===== config.mk =====
export PLATFORM = sky130hd
export DESIGN_NAME = scc_ctrl
export DESIGN_NICKNAME = d
export VERILOG_FILES = /design/src/core/scc_pkg.sv /design/src/core/scc_ctrl.sv /design/src/core/scc_ms_timer.sv
export SDC_FILE = /design/constraint.sdc
export NUM_CORES = 1
export LEC_CHECK = 0
export BUFFER_PORTS_ARGS = -buffer_cell sky130_fd_sc_hd__buf_2
export CELL_PAD_IN_SITES_DETAIL_PLACEMENT = 2
export CELL_PAD_IN_SITES_GLOBAL_PLACEMENT = 2
export CORE_UTILIZATION = 40
export CTS_CLUSTER_SIZE = 8
export DETAILED_ROUTE_END_ITERATION = 8
export PLACE_DENSITY = 0.88
export SYNTH_ARGS = -nofsm -noshare
export SYNTH_HDL_FRONTEND = slang
export SYNTH_SLANG_ARGS = --single-unit

===== constraint.sdc =====
create_clock -name sys_clk_i -period 2.9 [get_ports sys_clk_i]
set_clock_uncertainty 0.1 [all_clocks]
set_input_delay 0.145 -clock sys_clk_i [delete_from_list [all_inputs] [get_ports sys_clk_i]]
set_output_delay 0.145 -clock sys_clk_i [all_outputs]
set_load 0.05 [all_outputs]

===== src/core/scc_pkg.sv =====
package scc_pkg;
   // Time base: one millisecond tick derived from the system clock.
   localparam int CLK_HZ = 20_000_000;
   localparam int TICK_US = 1000;
   localparam int TICK_CYC = CLK_HZ / 1_000_000 * TICK_US;
   localparam int MS_W = 16;
   localparam int AW = 6;
   // Register byte offsets.
   localparam logic [AW-1:0] REG_CTRL = 6'h00;
   localparam logic [AW-1:0] REG_PULSE = 6'h04;
   localparam logic [AW-1:0] REG_MAXOP = 6'h08;
   localparam logic [AW-1:0] REG_MAXINT = 6'h0c;
   localparam logic [AW-1:0] REG_SBO = 6'h10;
   localparam logic [AW-1:0] REG_STATUS = 6'h14;
   localparam logic [AW-1:0] REG_IRQ_STAT = 6'h18;
   localparam logic [AW-1:0] REG_IRQ_MASK = 6'h1c;
   localparam logic [AW-1:0] REG_OPCNT = 6'h20;
   // Control register fields.
   localparam int CTRL_W = 6;
   localparam int CTRL_FORCE = 2;
   localparam int CTRL_BRK = 3;
   localparam int CTRL_LOC = 4;
   localparam int CTRL_REM = 5;
   localparam logic [CTRL_W-1:0] CTRL_RST = 6'h3c;
   // Millisecond settings: default, lowest and highest value.
   localparam logic [MS_W-1:0] PULSE_DEF = 16'h03e8;
   localparam logic [MS_W-1:0] PULSE_LO = 16'h0064;
   localparam logic [MS_W-1:0] MAXOP_DEF = 16'h2710;
   localparam logic [MS_W-1:0] MAXOP_LO = 16'h000a;
   localparam logic [MS_W-1:0] MAXINT_DEF = 16'h2710;
   localparam logic [MS_W-1:0] MAXINT_LO = 16'h0014;
   localparam logic [MS_W-1:0] SBO_DEF = 16'h1388;
   localparam logic [MS_W-1:0] SBO_LO = 16'h03e8;
   localparam logic [MS_W-1:0] SBO_HI = 16'h4e20;
   localparam logic [MS_W-1:0] SET_HI = 16'hea60;
   localparam logic [MS_W-1:0] MIN_PULSE_MS = 16'h03e8;
   localparam logic [MS_W-1:0] OPER_MS = 16'h0096;
   // Interrupt status bits.
   localparam int IRQ_W = 5;
   localparam int IRQ_STATE = 0;
   localparam int IRQ_OPER = 1;
   localparam int IRQ_NAK = 2;
   localparam int IRQ_SBO = 3;
   localparam int IRQ_POSERR = 4;

   typedef enum logic [1:0] {
      POS_INT = 2'h0,
      POS_OFF = 2'h1,
      POS_ON = 2'h2,
      POS_BAD = 2'h3
   } scc_pos_t;

   typedef enum logic [1:0] {
      MDL_DN = 2'h0,
      MDL_DE = 2'h1,
      MDL_SBO = 2'h2
   } scc_model_t;

   typedef enum {
      ST_IDLE,
      ST_SEL
   } scc_st_t;

   typedef struct packed {
      logic valid;
      logic close;
      logic sel;
      logic skip;
   } scc_cmd_t;

   typedef struct packed {
      logic ack;
      logic nak;
      logic sel_ok;
      logic pos_err;
   } scc_resp_t;
endpackage : scc_pkg


===== src/core/scc_ctrl.sv =====
`timescale 1ns/10ps
// Functional notes
// [RULE_01] Position pair encodes state 0..3.
// [RULE_02] Event on every state code change.
// [RULE_03] Origin mode input must be active.
// [RULE_04] Matching permit needed for open/close.
// [RULE_05] Breaker close also needs sync ok.
// [RULE_06] Local and remote enabled separately.
// [RULE_07] Block input refuses all commands.
// [RULE_08] Three control models, direct normal default.
// [RULE_09] Forced check overrides command skip attribute.
// [RULE_10] Enhanced: no move in time, error.
// [RULE_11] Command pulse lasts the set duration.
// [RULE_12] Confirmed move ends pulse, not before minimum.
// [RULE_13] Intermediate reported only after filter time.
// [RULE_14] Selection expires, late operate does nothing.
// [RULE_15] Both sources checked, forwarded, status reported.
// [RULE_16] Operation pulse of 150 ms.
// [RULE_17] Operation counter, externally clearable.
// [RULE_18] Timers count shared tick, restart on start.
// [RULE_19] Colliding or busy requests are rejected.
module scc_ctrl #(
   parameter int TICK_CYC = scc_pkg::TICK_CYC
) (
   input wire logic sys_clk_i, // System clock, 20 MHz.
   input wire logic arst_n_i, // Asynchronous reset, active low.
   input wire logic [scc_pkg::AW-1:0] reg_addr_i, // Register byte address.
   input wire logic [31:0] reg_wdata_i, // Register write data.
   input wire logic reg_wr_i, // Write strobe.
   input wire logic reg_rd_i, // Read strobe.
   output logic [31:0] reg_rdata_o, // Read data, cycle after strobe.
   input wire logic closed_position_in_i, // Closed contact pin.
   input wire logic open_position_in_i, // Open contact pin.
   input wire logic local_mode_i, // Local operation allowed pin.
   input wire logic remote_mode_i, // Remote operation allowed pin.
   input wire logic open_permit_i, // Open interlock permit pin.
   input wire logic close_permit_i, // Close interlock permit pin.
   input wire logic sync_check_ok_i, // Synchro check pin.
   input wire logic block_i, // Blocking pin.
   input wire scc_pkg::scc_cmd_t loc_cmd_i, // Local panel request.
   input wire scc_pkg::scc_cmd_t rem_cmd_i, // Remote station request.
   input wire logic cnt_clr_i, // Clears the operation counter.
   output scc_pkg::scc_resp_t loc_resp_o, // Answer to local source.
   output scc_pkg::scc_resp_t rem_resp_o, // Answer to remote source.
   output logic cmd_open_o, // Open command pulse.
   output logic cmd_close_o, // Close command pulse.
   output logic oper_o, // Operation pulse.
   output logic state_evt_o, // State change event pulse.
   output logic [1:0] switch_state_code_o, // Filtered state code.
   output logic opened_o, // Filtered open state.
   output logic closed_o, // Filtered closed state.
   output logic irq_o // Interrupt, active high level.
);
   localparam int DIV_W = $clog2(TICK_CYC);

   logic [7:0] pin_s1_ff;
   logic [7:0] pin_s2_ff;
   logic [DIV_W-1:0] div_ff;
   logic tick_ff;
   logic [scc_pkg::CTRL_W-1:0] ctrl_ff;
   logic [scc_pkg::MS_W-1:0] pulse_ff;
   logic [scc_pkg::MS_W-1:0] maxop_ff;
   logic [scc_pkg::MS_W-1:0] maxint_ff;
   logic [scc_pkg::MS_W-1:0] sbo_ff;
   logic [scc_pkg::IRQ_W-1:0] irq_stat_ff;
   logic [scc_pkg::IRQ_W-1:0] irq_mask_ff;
   logic [31:0] op_cnt_ff;
   logic [1:0] rep_ff;
   logic [1:0] nxt_rep;
   logic cmd_open_ff;
   logic cmd_close_ff;
   logic op_wait_ff;
   logic op_close_ff;
   logic op_rem_ff;
   logic oper_ff;
   logic evt_ff;
   logic sel_rem_ff;
   logic sel_close_ff;
   scc_pkg::scc_st_t st_ff;
   scc_pkg::scc_resp_t loc_resp_ff;
   scc_pkg::scc_resp_t rem_resp_ff;
   scc_pkg::scc_cmd_t c;
   logic c_rem;
   logic one;
   logic ok;
   logic busy;
   logic sbo_exp;
   logic issue;
   logic select;
   logic pulse_end;
   logic op_done;
   logic op_err;
   logic oper_start;
   logic [1:0] raw_code;
   logic [scc_pkg::MS_W-1:0] int_cnt;
   logic [scc_pkg::MS_W-1:0] pulse_cnt;
   logic [scc_pkg::MS_W-1:0] op_cnt;
   logic [scc_pkg::MS_W-1:0] sel_cnt;
   logic [scc_pkg::MS_W-1:0] oper_cnt;
   logic [scc_pkg::IRQ_W-1:0] ev;
   logic wr_ctrl;
   logic [1:0] model;

   wire closed_s = pin_s2_ff[7];
   wire open_s = pin_s2_ff[6];
   wire loc_s = pin_s2_ff[5];
   wire rem_s = pin_s2_ff[4];
   wire open_perm_s = pin_s2_ff[3];
   wire close_perm_s = pin_s2_ff[2];
   wire sync_s = pin_s2_ff[1];
   wire blk_s = pin_s2_ff[0];

   always_ff @(posedge sys_clk_i or negedge arst_n_i) begin
      if (!arst_n_i) begin
         pin_s1_ff <= '0;
         pin_s2_ff <= '0;
      end else begin
         pin_s1_ff <= {closed_position_in_i, open_position_in_i, local_mode_i, remote_mode_i,
                       open_permit_i, close_permit_i, sync_check_ok_i, block_i};
         pin_s2_ff <= pin_s1_ff;
      end
   end

   always_ff @(posedge sys_clk_i or negedge arst_n_i) begin
      if (!arst_n_i) begin
         div_ff <= '0;
         tick_ff <= 1'b0;
      end else begin
         tick_ff <= (div_ff == DIV_W'(TICK_CYC - 1)); // see [RULE_18]
         div_ff <= (div_ff == DIV_W'(TICK_CYC - 1)) ? '0 : div_ff + 1'b1;
      end
   end

   scc_ms_timer #(.W(scc_pkg::MS_W)) u_int_tmr (.sys_clk_i(sys_clk_i), .arst_n_i(arst_n_i), .tick_i(tick_ff),
      .run_i(raw_code == scc_pkg::POS_INT), .cnt_o(int_cnt));
   scc_ms_timer #(.W(scc_pkg::MS_W)) u_pulse_tmr (.sys_clk_i(sys_clk_i), .arst_n_i(arst_n_i), .tick_i(tick_ff),
      .run_i(busy), .cnt_o(pulse_cnt));
   scc_ms_timer #(.W(scc_pkg::MS_W)) u_op_tmr (.sys_clk_i(sys_clk_i), .arst_n_i(arst_n_i), .tick_i(tick_ff),
      .run_i(op_wait_ff), .cnt_o(op_cnt));
   scc_ms_timer #(.W(scc_pkg::MS_W)) u_sel_tmr (.sys_clk_i(sys_clk_i), .arst_n_i(arst_n_i), .tick_i(tick_ff),
      .run_i(st_ff == scc_pkg::ST_SEL), .cnt_o(sel_cnt));
   scc_ms_timer #(.W(scc_pkg::MS_W)) u_oper_tmr (.sys_clk_i(sys_clk_i), .arst_n_i(arst_n_i), .tick_i(tick_ff),
      .run_i(oper_ff), .cnt_o(oper_cnt));

   function automatic logic [scc_pkg::MS_W-1:0] clamp(input logic [31:0] v, input logic [scc_pkg::MS_W-1:0] lo,
                                                      input logic [scc_pkg::MS_W-1:0] hi);
      if (v < {16'h0000, lo}) begin
         return lo;
      end
      if (v > {16'h0000, hi}) begin
         return hi;
      end
      return v[scc_pkg::MS_W-1:0];
   endfunction : clamp

   function automatic logic cmd_ok(input scc_pkg::scc_cmd_t r, input logic remote);
      logic origin;
      logic perm;
      origin = remote ? (rem_s & ctrl_ff[scc_pkg::CTRL_REM]) : (loc_s & ctrl_ff[scc_pkg::CTRL_LOC]); // see [RULE_03] see [RULE_06]
      perm = r.close ? (close_perm_s & (sync_s | !ctrl_ff[scc_pkg::CTRL_BRK])) : open_perm_s; // see [RULE_04] see [RULE_05]
      return origin & !blk_s & (perm | (r.skip & !ctrl_ff[scc_pkg::CTRL_FORCE])); // see [RULE_07] see [RULE_09]
   endfunction : cmd_ok

   assign raw_code = {closed_s, open_s}; // see [RULE_01]
   assign model = ctrl_ff[1:0];
   assign wr_ctrl = reg_wr_i && reg_addr_i == scc_pkg::REG_CTRL;

   // Intermediate is held off until it has lasted the filter time.
   always_comb begin
      nxt_rep = rep_ff;
      if (raw_code != scc_pkg::POS_INT) begin
         nxt_rep = raw_code;
      end else if (int_cnt >= maxint_ff) begin // see [RULE_13]
         nxt_rep = scc_pkg::POS_INT;
      end
   end

   always_comb begin
      c = loc_cmd_i.valid ? loc_cmd_i : rem_cmd_i;
      c_rem = !loc_cmd_i.valid;
      one = loc_cmd_i.valid ^ rem_cmd_i.valid; // see [RULE_19]
      ok = cmd_ok(c, c_rem); // see [RULE_15]
      busy = cmd_open_ff | cmd_close_ff;
      sbo_exp = st_ff == scc_pkg::ST_SEL && sel_cnt >= sbo_ff; // see [RULE_14]
      issue = 1'b0;
      select = 1'b0;
      if (one && !busy && !sbo_exp) begin // see [RULE_19]
         if (model == scc_pkg::MDL_SBO) begin // see [RULE_08]
            if (st_ff == scc_pkg::ST_IDLE) begin
               select = c.sel & ok;
            end else begin
               issue = !c.sel & ok & (c_rem == sel_rem_ff) & (c.close == sel_close_ff);
            end
         end else begin
            issue = !c.sel & ok;
         end
      end
   end

   assign op_done = raw_code == (op_close_ff ? scc_pkg::POS_ON : scc_pkg::POS_OFF);
   assign op_err = op_wait_ff && !op_done && op_cnt >= maxop_ff; // see [RULE_10]
   assign pulse_end = busy && (pulse_cnt >= pulse_ff || (pulse_cnt >= scc_pkg::MIN_PULSE_MS && raw_code ==
                      (cmd_close_ff ? scc_pkg::POS_ON : scc_pkg::POS_OFF))); // see [RULE_11] see [RULE_12]
   assign oper_start = evt_ff && !oper_ff && (rep_ff == scc_pkg::POS_ON || rep_ff == scc_pkg::POS_OFF);

   always_ff @(posedge sys_clk_i or negedge arst_n_i) begin
      if (!arst_n_i) begin
         rep_ff <= scc_pkg::POS_INT;
         evt_ff <= 1'b0;
      end else begin
         rep_ff <= nxt_rep;
         evt_ff <= nxt_rep != rep_ff; // see [RULE_02]
      end
   end

   always_ff @(posedge sys_clk_i or negedge arst_n_i) begin
      if (!arst_n_i) begin
         st_ff <= scc_pkg::ST_IDLE;
         sel_rem_ff <= 1'b0;
         sel_close_ff <= 1'b0;
      end else if (sbo_exp || issue) begin
         st_ff <= scc_pkg::ST_IDLE; // see [RULE_14]
      end else if (select) begin
         st_ff <= scc_pkg::ST_SEL;
         sel_rem_ff <= c_rem;
         sel_close_ff <= c.close;
      end
   end

   always_ff @(posedge sys_clk_i or negedge arst_n_i) begin
      if (!arst_n_i) begin
         cmd_open_ff <= 1'b0;
         cmd_close_ff <= 1'b0;
      end else if (issue) begin
         cmd_open_ff <= !c.close; // see [RULE_11]
         cmd_close_ff <= c.close;
      end else if (pulse_end) begin
         cmd_open_ff <= 1'b0;
         cmd_close_ff <= 1'b0;
      end
   end

   always_ff @(posedge sys_clk_i or negedge arst_n_i) begin
      if (!arst_n_i) begin
         op_wait_ff <= 1'b0;
         op_close_ff <= 1'b0;
         op_rem_ff <= 1'b0;
      end else if (issue) begin
         op_wait_ff <= model != scc_pkg::MDL_DN; // see [RULE_10]
         op_close_ff <= c.close;
         op_rem_ff <= c_rem;
      end else if (op_done || op_err) begin
         op_wait_ff <= 1'b0;
      end
   end

   always_ff @(posedge sys_clk_i or negedge arst_n_i) begin
      if (!arst_n_i) begin
         loc_resp_ff <= '0;
         rem_resp_ff <= '0;
      end else begin
         loc_resp_ff.ack <= issue & !c_rem;
         loc_resp_ff.sel_ok <= select & !c_rem;
         loc_resp_ff.nak <= loc_cmd_i.valid & !((issue | select) & !c_rem); // see [RULE_19]
         loc_resp_ff.pos_err <= op_err & !op_rem_ff;
         rem_resp_ff.ack <= issue & c_rem;
         rem_resp_ff.sel_ok <= select & c_rem;
         rem_resp_ff.nak <= rem_cmd_i.valid & !((issue | select) & c_rem);
         rem_resp_ff.pos_err <= op_err & op_rem_ff;
      end
   end

   always_ff @(posedge sys_clk_i or negedge arst_n_i) begin
      if (!arst_n_i) begin
         oper_ff <= 1'b0;
         op_cnt_ff <= '0;
      end else begin
         if (oper_start) begin
            oper_ff <= 1'b1;
         end else if (oper_cnt >= scc_pkg::OPER_MS) begin // see [RULE_16]
            oper_ff <= 1'b0;
         end
         if (cnt_clr_i) begin
            op_cnt_ff <= '0;
         end else if (oper_start) begin
            op_cnt_ff <= op_cnt_ff + 1'b1; // see [RULE_17]
         end
      end
   end

   always_ff @(posedge sys_clk_i or negedge arst_n_i) begin
      if (!arst_n_i) begin
         ctrl_ff <= scc_pkg::CTRL_RST;
         pulse_ff <= scc_pkg::PULSE_DEF;
         maxop_ff <= scc_pkg::MAXOP_DEF;
         maxint_ff <= scc_pkg::MAXINT_DEF;
         sbo_ff <= scc_pkg::SBO_DEF;
         irq_mask_ff <= '0;
      end else if (reg_wr_i) begin
         if (wr_ctrl && reg_wdata_i[1:0] != 2'h3) begin
            ctrl_ff <= reg_wdata_i[scc_pkg::CTRL_W-1:0]; // see [RULE_08]
         end
         if (reg_addr_i == scc_pkg::REG_PULSE) begin
            pulse_ff <= clamp(reg_wdata_i, scc_pkg::PULSE_LO, scc_pkg::SET_HI);
         end
         if (reg_addr_i == scc_pkg::REG_MAXOP) begin
            maxop_ff <= clamp(reg_wdata_i, scc_pkg::MAXOP_LO, scc_pkg::SET_HI);
         end
         if (reg_addr_i == scc_pkg::REG_MAXINT) begin
            maxint_ff <= clamp(reg_wdata_i, scc_pkg::MAXINT_LO, scc_pkg::SET_HI);
         end
         if (reg_addr_i == scc_pkg::REG_SBO) begin
            sbo_ff <= clamp(reg_wdata_i, scc_pkg::SBO_LO, scc_pkg::SBO_HI);
         end
         if (reg_addr_i == scc_pkg::REG_IRQ_MASK) begin
            irq_mask_ff <= reg_wdata_i[scc_pkg::IRQ_W-1:0];
         end
      end
   end

   // A new event in the clearing cycle survives the write-one-to-clear.
   assign ev = {op_err, sbo_exp, loc_resp_ff.nak | rem_resp_ff.nak, oper_start, evt_ff};
   always_ff @(posedge sys_clk_i or negedge arst_n_i) begin
      if (!arst_n_i) begin
         irq_stat_ff <= '0;
      end else if (reg_wr_i && reg_addr_i == scc_pkg::REG_IRQ_STAT) begin
         irq_stat_ff <= (irq_stat_ff & ~reg_wdata_i[scc_pkg::IRQ_W-1:0]) | ev;
      end else begin
         irq_stat_ff <= irq_stat_ff | ev;
      end
   end

   always_ff @(posedge sys_clk_i or negedge arst_n_i) begin
      if (!arst_n_i) begin
         reg_rdata_o <= '0;
      end else if (!reg_rd_i) begin
         reg_rdata_o <= '0;
      end else begin
         case (reg_addr_i)
            scc_pkg::REG_CTRL: reg_rdata_o <= {26'h0, ctrl_ff};
            scc_pkg::REG_PULSE: reg_rdata_o <= {16'h0, pulse_ff};
            scc_pkg::REG_MAXOP: reg_rdata_o <= {16'h0, maxop_ff};
            scc_pkg::REG_MAXINT: reg_rdata_o <= {16'h0, maxint_ff};
            scc_pkg::REG_SBO: reg_rdata_o <= {16'h0, sbo_ff};
            scc_pkg::REG_STATUS: reg_rdata_o <= {22'h0, oper_ff, op_wait_ff, st_ff == scc_pkg::ST_SEL,
                                                  cmd_close_ff, cmd_open_ff, blk_s, raw_code, rep_ff};
            scc_pkg::REG_IRQ_STAT: reg_rdata_o <= {27'h0, irq_stat_ff};
            scc_pkg::REG_IRQ_MASK: reg_rdata_o <= {27'h0, irq_mask_ff};
            scc_pkg::REG_OPCNT: reg_rdata_o <= op_cnt_ff;
            default: reg_rdata_o <= '0;
         endcase
      end
   end

   assign loc_resp_o = loc_resp_ff;
   assign rem_resp_o = rem_resp_ff;
   assign cmd_open_o = cmd_open_ff;
   assign cmd_close_o = cmd_close_ff;
   assign oper_o = oper_ff;
   assign state_evt_o = evt_ff;
   assign switch_state_code_o = rep_ff;
   assign opened_o = rep_ff == scc_pkg::POS_OFF;
   assign closed_o = rep_ff == scc_pkg::POS_ON;
   assign irq_o = |(irq_stat_ff & irq_mask_ff);
endmodule : scc_ctrl


===== src/core/scc_ms_timer.sv =====
`timescale 1ns/10ps
module scc_ms_timer #(
   parameter int W = 16
) (
   input wire logic sys_clk_i, // System clock.
   input wire logic arst_n_i, // Asynchronous reset, active low.
   input wire logic tick_i, // One millisecond enable pulse.
   input wire logic run_i, // Counts while high, clears while low.
   output logic [W-1:0] cnt_o // Whole ticks since run rose.
);
   always_ff @(posedge sys_clk_i or negedge arst_n_i) begin
      if (!arst_n_i) begin
         cnt_o <= '0;
      end else if (!run_i) begin
         cnt_o <= '0;
      end else if (tick_i && cnt_o != '1) begin
         cnt_o <= cnt_o + 1'b1;
      end
   end
endmodule : scc_ms_timer


# Word level (Yosys, flattened, before mapping)
# Cells that the tools add are included.
[word_totals]
in_bits = 59
register_bits = 307
[classes]
add_sub_neg = 7
n_reduce_logical = 52
n_bitwise = 32
eq_ne = 29
order_cmp = 12
n_mux = 80
[op_table]
columns = ["cell", "n"]
rows = [
  ["16-bit 2-to-1 mux", 26],
  ["32-bit case mux with 9 select lines", 1],
  ["32-bit 2-to-1 mux", 5],
  ["16-bit by 1-bit adder with 16-bit output, second input constant", 5],
  ["16-bit != test, second input constant", 5],
  ["16-bit greater-or-equal comparator", 4],
  ["1-bit 2-to-1 mux", 41],
  ["32-bit by 1-bit adder with 32-bit output, second input constant", 1],
  ["32-bit by 2-bit equality test with 1-bit output, second input constant", 1],
  ["32-bit by 15-bit greater-than comparator with 1-bit output, second input constant", 1],
  ["32-bit by 16-bit greater-than comparator with 1-bit output, second input constant", 1],
  ["32-bit logical NOT", 1],
  ["32-bit by 10-bit less-than comparator with 1-bit output, second input constant", 1],
  ["32-bit by 4-bit less-than comparator with 1-bit output, second input constant", 1],
  ["32-bit by 5-bit less-than comparator with 1-bit output, second input constant", 1],
  ["32-bit by 7-bit less-than comparator with 1-bit output, second input constant", 1],
  ["6-bit by 5-bit equality test with 1-bit output, second input constant", 4],
  ["1-bit bitwise AND", 20],
  ["1-bit logical AND", 17],
  ["16-bit by 10-bit greater-or-equal comparator with 1-bit output, second input constant", 1],
  ["16-bit by 8-bit greater-or-equal comparator with 1-bit output, second input constant", 1],
  ["15-bit by 1-bit adder with 15-bit output, second input constant", 1],
  ["15-bit equality test, second input constant", 1],
  ["15-bit 2-to-1 mux", 1],
  ["26 further kinds", 70],
]

# Longest topological paths before layout
[logic_depth]
word_depth = 16
ltp_mapped = 9

# Modules after synthesis
# A second synthesis with hierarchy kept.
[hier_totals]
cells_unflattened = 1496
hier_area_um2 = 14953.1
[by_module_without_submodules]
columns = ["mod", "area_per_inst_um2", "instances", "cells_per_inst"]
rows = [
  ["scc_ctrl", 10388.7, 1, 1001],
  ["scc_ms_timer (u_int_tmr ...)", 910.9, 4, 98],
  ["scc_ms_timer (u_sel_tmr)", 920.9, 1, 103],
]

# Least setup slack after synthesis
# OpenSTA, ideal clock, no wires.
[synth_path]
path_kind = "register to register"
from = "reg rep_ff[0], in the netlist switch_state_code_o[0]"
to = "reg op_cnt_ff[13]"
path_buffers = 1
stages_incl_launch_ff = 9
arrival_time_ps = 2397
synth_period_minus_slack_ps = 2576
required_ps = 2722
path_slack_ps = 324
path_cell_list = "dfrtp_1 -> inv_1 -> ha_1 -> nor3b_1 -> buf_2 -> and2_1 -> nand3_1 -> or3_1 -> a21oi_1"
[synth_via]
elab_chain_cells = 4
word_cells_on_any_way = 5
classes_between = "eq/ne (2); reduce/logical (3)"
[synth_rtl]
columns = ["item", "line_no", "text"]
rows = [
  ["from (decl)", "scc_ctrl.sv:68", "logic [1:0] rep_ff;"],
  ["from (signal assigned)", "scc_ctrl.sv:208", "rep_ff <= scc_pkg::POS_INT;"],
  ["from (signal assigned)", "scc_ctrl.sv:211", "rep_ff <= nxt_rep;"],
  ["2-bit equality test / 2-bit by 1-bit equality test with 1-bit output (equally long branches)", "scc_ctrl.sv:204", "assign oper_start = evt_ff && !oper_ff && (rep_ff == scc_pkg::POS_ON || rep_ff == scc_pkg::POS_OFF);"],
  ["1-bit logical OR *", "scc_ctrl.sv:204", ""],
  ["1-bit logical AND *", "scc_ctrl.sv:204", ""],
  ["2-bit nonzero test (no line) *", "-", ""],
  ["to (signal assigned)", "scc_ctrl.sv:286", "op_cnt_ff <= op_cnt_ff + 1'b1;"],
  ["to (decl)", "scc_ctrl.sv:67", "logic [31:0] op_cnt_ff;"],
]
# Every way passes the cells marked *; elsewhere a longest branch is shown, timed or not.
# A chain may end at the register's enable or synchronous reset.

# Worst setup path after layout
# Same ends and word-level chain as after synthesis.

==> summary.txt <==
Final layout
  • Core Util, Final: 48.0%
  • Biggest regs: op_cnt_ff (32), reg_rdata_o (32)
  • # fillers: 3586
  • Share of cells above drive strength 1: 15.9%
  • Layout area overhead: 18.3%
  • Final net count: 1685

Routing
  • Iteration count of the initial detailed-routing pass: 6
  • Via count: 13100
  • ANT nets after route: 0
  • Drt first-iter violations: 1300
  • DR DRC count: 0
  • Total routed wirelength: 64700 um
  • Avg WL per Cell: 31.6 um
  • Via density: 6.40

Worst setup path
  • Worst EP required: 3.25 ns
  • Worst reg-to-reg setup slack: 0.13 ns
  • Worst setup SP type: flip-flop
  • Arrival time of the worst setup path: 3.12 ns
  • Worst R2R Start: switch_state_code_o[0]
  • CP cell instances: inv_1 > ha_1 > nor3b_4 > buf_4 > and2_1 > nand3_1 > or3_1 > a21oi_2
  • CP max-delay cell: or3_1
  • Reg2reg end: op_cnt_ff[13]
  • Setup crit end kind: flip-flop
  • Reg2Reg Depth: 8
  • Setup CP Type: flip-flop to flip-flop
  • Max incr delay on CP: 0.43 ns
  • CP Max Fanout: 9

Yosys
  • Async S/R FF share, synth: 100%
  • Sequential element share of the synthesized area: 48.1%
  • Post-synthesis compound-gate area fraction: 14.6%
  • Post-synthesis cell type count: 86
  • Mux cell area share after synthesis: 1.81%
  • Syn nets: 1533
  • Simple-gate share of the synthesized area: 18.8%
  • XOR/XNOR share of the synthesized area: 6.32%
  • Synth Instances: 1399
  • Mapped Avg Cell Area: 10.3 um^2
  • Post-Synth Adder-Cell Area: 6.51%
  • Count of state elements after synthesis: 276
  • Yosys warnings: 0
  • EDFF count, synth: 0
  • Primary FF master, synth: dfrtp_1
  • Synthesized area: 14400 um^2
  • Largest family of logic cells by synthesized area: simple AND/OR/NAND/NOR gates

STA
  • Final-report setup violation count: 0
  • Fin. max-slew vios: 0
  • Setup TNS: 0 ns
  • Final period util: 95.5%
  • Final Hold Fails: 0
  • Fin crit period: 2.77 ns
  • Setup ws final: 0.129 ns
  • RSZ-0062 raised after global routing: no
  • Worst slew pin tran: 1.01 ns
  • Hold Slack: 0.0207 ns
  • Fmax: 0.361 GHz
  • Max_slew headroom: 32.1%

Min path
  • WHS Path Cells: 3
  • Hold Path Origin: reg_wdata_i[2]
  • Hold Path Sink: irq_stat_ff[2]
  • HP Class: input pin to flip-flop

CTS
  • CTS tree: done
  • Total CTS buffers: 40
  • Worst-skew pair later-pin latency: 0.55 ns
  • CTS Root Cell: clkbuf_16
  • Clk slew on worst S/H paths: 0.06 ns
  • H-tree Lvls: 2
  • Post-CTS Setup Bufs: 0
  • Max clock buf depth: 3
  • Clk sinks: 276

Floorplanning
  • Core ar.: 35500 um^2
  • Initial core utilization: 40.6%
  • Die Ht: 192 um
  • # IOs: 108
  • Die area: 36800 um^2
  • Die X: 192 um
  • Row count: 69

Global routing
  • Largest net degree at the start of global routing: 74
  • Initial antenna violation count: 5
  • First-pass GRT wire length: 98300 um
  • Vias in the first global route: 14800
  • Total GRT Usage: 36.0%
  • GRT overflow: 0

Placed design
  • Setup slack at placement: 0.289 ns
  • HPWL after DPL: 39000 um
  • Gpl congestion: 0.922
  • I/O Buffers: 107

Pwr
  • Overall Power: 10.0 mW
  • Lkg Pwr: 7.76 nW
  • Worst VDD drop: 0.716 mV
  • Total power per unit cell area: 588 nW/um^2

Run
  • Max-cap violations: 0

Run status
  • Outcome: complete, no violations
cell usage after synthesis, types with 15 or more instances:
| cell | number | share of area, % |
|---|---|---|
| a21o_1 | 19 | 0.99 |
| a21oi_1 | 45 | 1.6 |
| a22o_1 | 30 | 1.8 |
| a22oi_1 | 41 | 2.1 |
| a31oi_1 | 15 | 0.65 |
| and2_1 | 47 | 2.0 |
| and3_1 | 22 | 0.96 |
| and4_1 | 17 | 1.0 |
| clkbuf_1 | 40 | 1.0 |
| dfrtp_1 | 251 | 44 |
| dfstp_2 | 25 | 4.6 |
| ha_1 | 75 | 6.5 |
| inv_1 | 82 | 2.1 |
| nand2_1 | 79 | 2.1 |
| nand3_1 | 47 | 1.6 |
| nand4_1 | 47 | 2.0 |
| nor2_1 | 128 | 3.3 |
| nor3_1 | 18 | 0.63 |
| o21ai_0 | 29 | 1.0 |
| o22ai_1 | 16 | 0.69 |
| or3_1 | 19 | 0.82 |
| xnor2_1 | 44 | 2.7 |
| xor2_1 | 60 | 3.6 |
stage by stage:
step | area [um^2] | instances
2_1_floorplan | 14400 | 1399
3_3_place_gp | 15600 | 1945
3_5_place_dp | 15600 | 1945
4_1_cts | 17000 | 2043
5_1_grt | 17000 | 2043
6_report | 17000 | 2045
repair_timing:
action | CTS | global route
setup endpoints to repair | 0 | 3
endpoints found under the hold margin | 128 | 0
resized for setup | 0 | 2
hold buffers | 25 | 0
worst max-delay path, delay by kind of cell, from the launching register on:
kind / cells / cell delay (ns)
AO/OA/AOI/OAI: 1 / 0.25
adder cells (fa/ha/maj): 1 / 0.33
buffers and inverters: 2 / 0.32
flip-flops: 1 / 0.35
AND/OR/NAND/NOR: 4 / 1.33
routing by layer:
layer	part of all wire (%)	vias to the layer above	wire (um)	track usage (%)
met5	0.034	-	22	0
met4	7.2	4	4660	22.9
met3	6.9	307	4480	7.98
met2	49	704	31400	60.6
met1	37	6731	24100	41.3
li1	-	5352	-	-
how the worst max path moves through the flow:
| stage | startpoint | endpoint | slack, ns | cells past startpoint |
|---|---|---|---|---|
| final | switch_state_code_o[0] | op_cnt_ff[13] | 0.13 | 8 |
| after global routing | switch_state_code_o[0] | op_cnt_ff[13] | 0.06 | 8 |
| after CTS | switch_state_code_o[0] | op_cnt_ff[13] | 0.04 | 8 |
| after detailed placement | switch_state_code_o[0] | op_cnt_ff[29] | 0.29 | 8 |
| after global placement | switch_state_code_o[0] | op_cnt_ff[29] | 0.49 | 8 |
| after floorplan | switch_state_code_o[0] | op_cnt_ff[13] | 0.32 | 8 |
layout by cell type (no fill, tap or decap), drive strengths merged, types with 6 or more instances in the layout:
| cell | count |
|---|---|
| nand2b | 14 |
| nor2b | 11 |
| a211oi | 9 |
| inv | 82 |
| a21boi | 6 |
| mux2 | 16 |
| nand4 | 47 |
| dlygate4sd3 | 25 |
| o22ai | 16 |
| nor4 | 13 |
| and4 | 17 |
| a22oi | 41 |
| nor3 | 24 |
| and3 | 22 |
| clkbuf | 72 |
| ha | 75 |
| or3 | 19 |
| xor2 | 60 |
| dfrtp | 251 |
| a22o | 30 |
| a21o | 21 |
| a222oi | 9 |
| buf | 141 |
| a31oi | 16 |
| nor2 | 129 |
| dfstp | 25 |
| nand2 | 79 |
| nand3 | 49 |
| xnor2 | 44 |
| o21ai | 30 |
| mux2i | 8 |
| and2 | 47 |
| a21oi | 48 |
kinds of logic after synthesis:
| family | Yosys count |
|---|---|
| and+or+nand+nor | 496 |
| AOI/OAI and AO/OA | 285 |
| DFF | 276 |
| buffers and inverters | 139 |
| xor gates and xnor gates | 104 |
| adders and majority gates | 75 |
| muxes | 24 |
area by class of cell:
type | count | area [um^2] | area share (%)
Inverter | 83 | 312 | 1.83
Clock buffer | 72 | 1180 | 6.94
Antenna cell | 2 | 5.00 | 0.0294
Timing Repair Buffer | 166 | 1080 | 6.31
Multi-Input combinational cell | 984 | 6940 | 40.7
Clock inverter | 1 | 16.3 | 0.0954
Sequential cell | 276 | 6940 | 40.7
Tap cell | 461 | 577 | 3.38
power breakdown:
group / internal (mW) / switching (mW) / leakage [nW]
Combinational: 0.327 / 0.717 / 3.60
Clock: 2.74 / 1.95 / 0.572
Sequential: 4.05 / 0.231 / 3.59
Power figures use the tool's default switching activity.
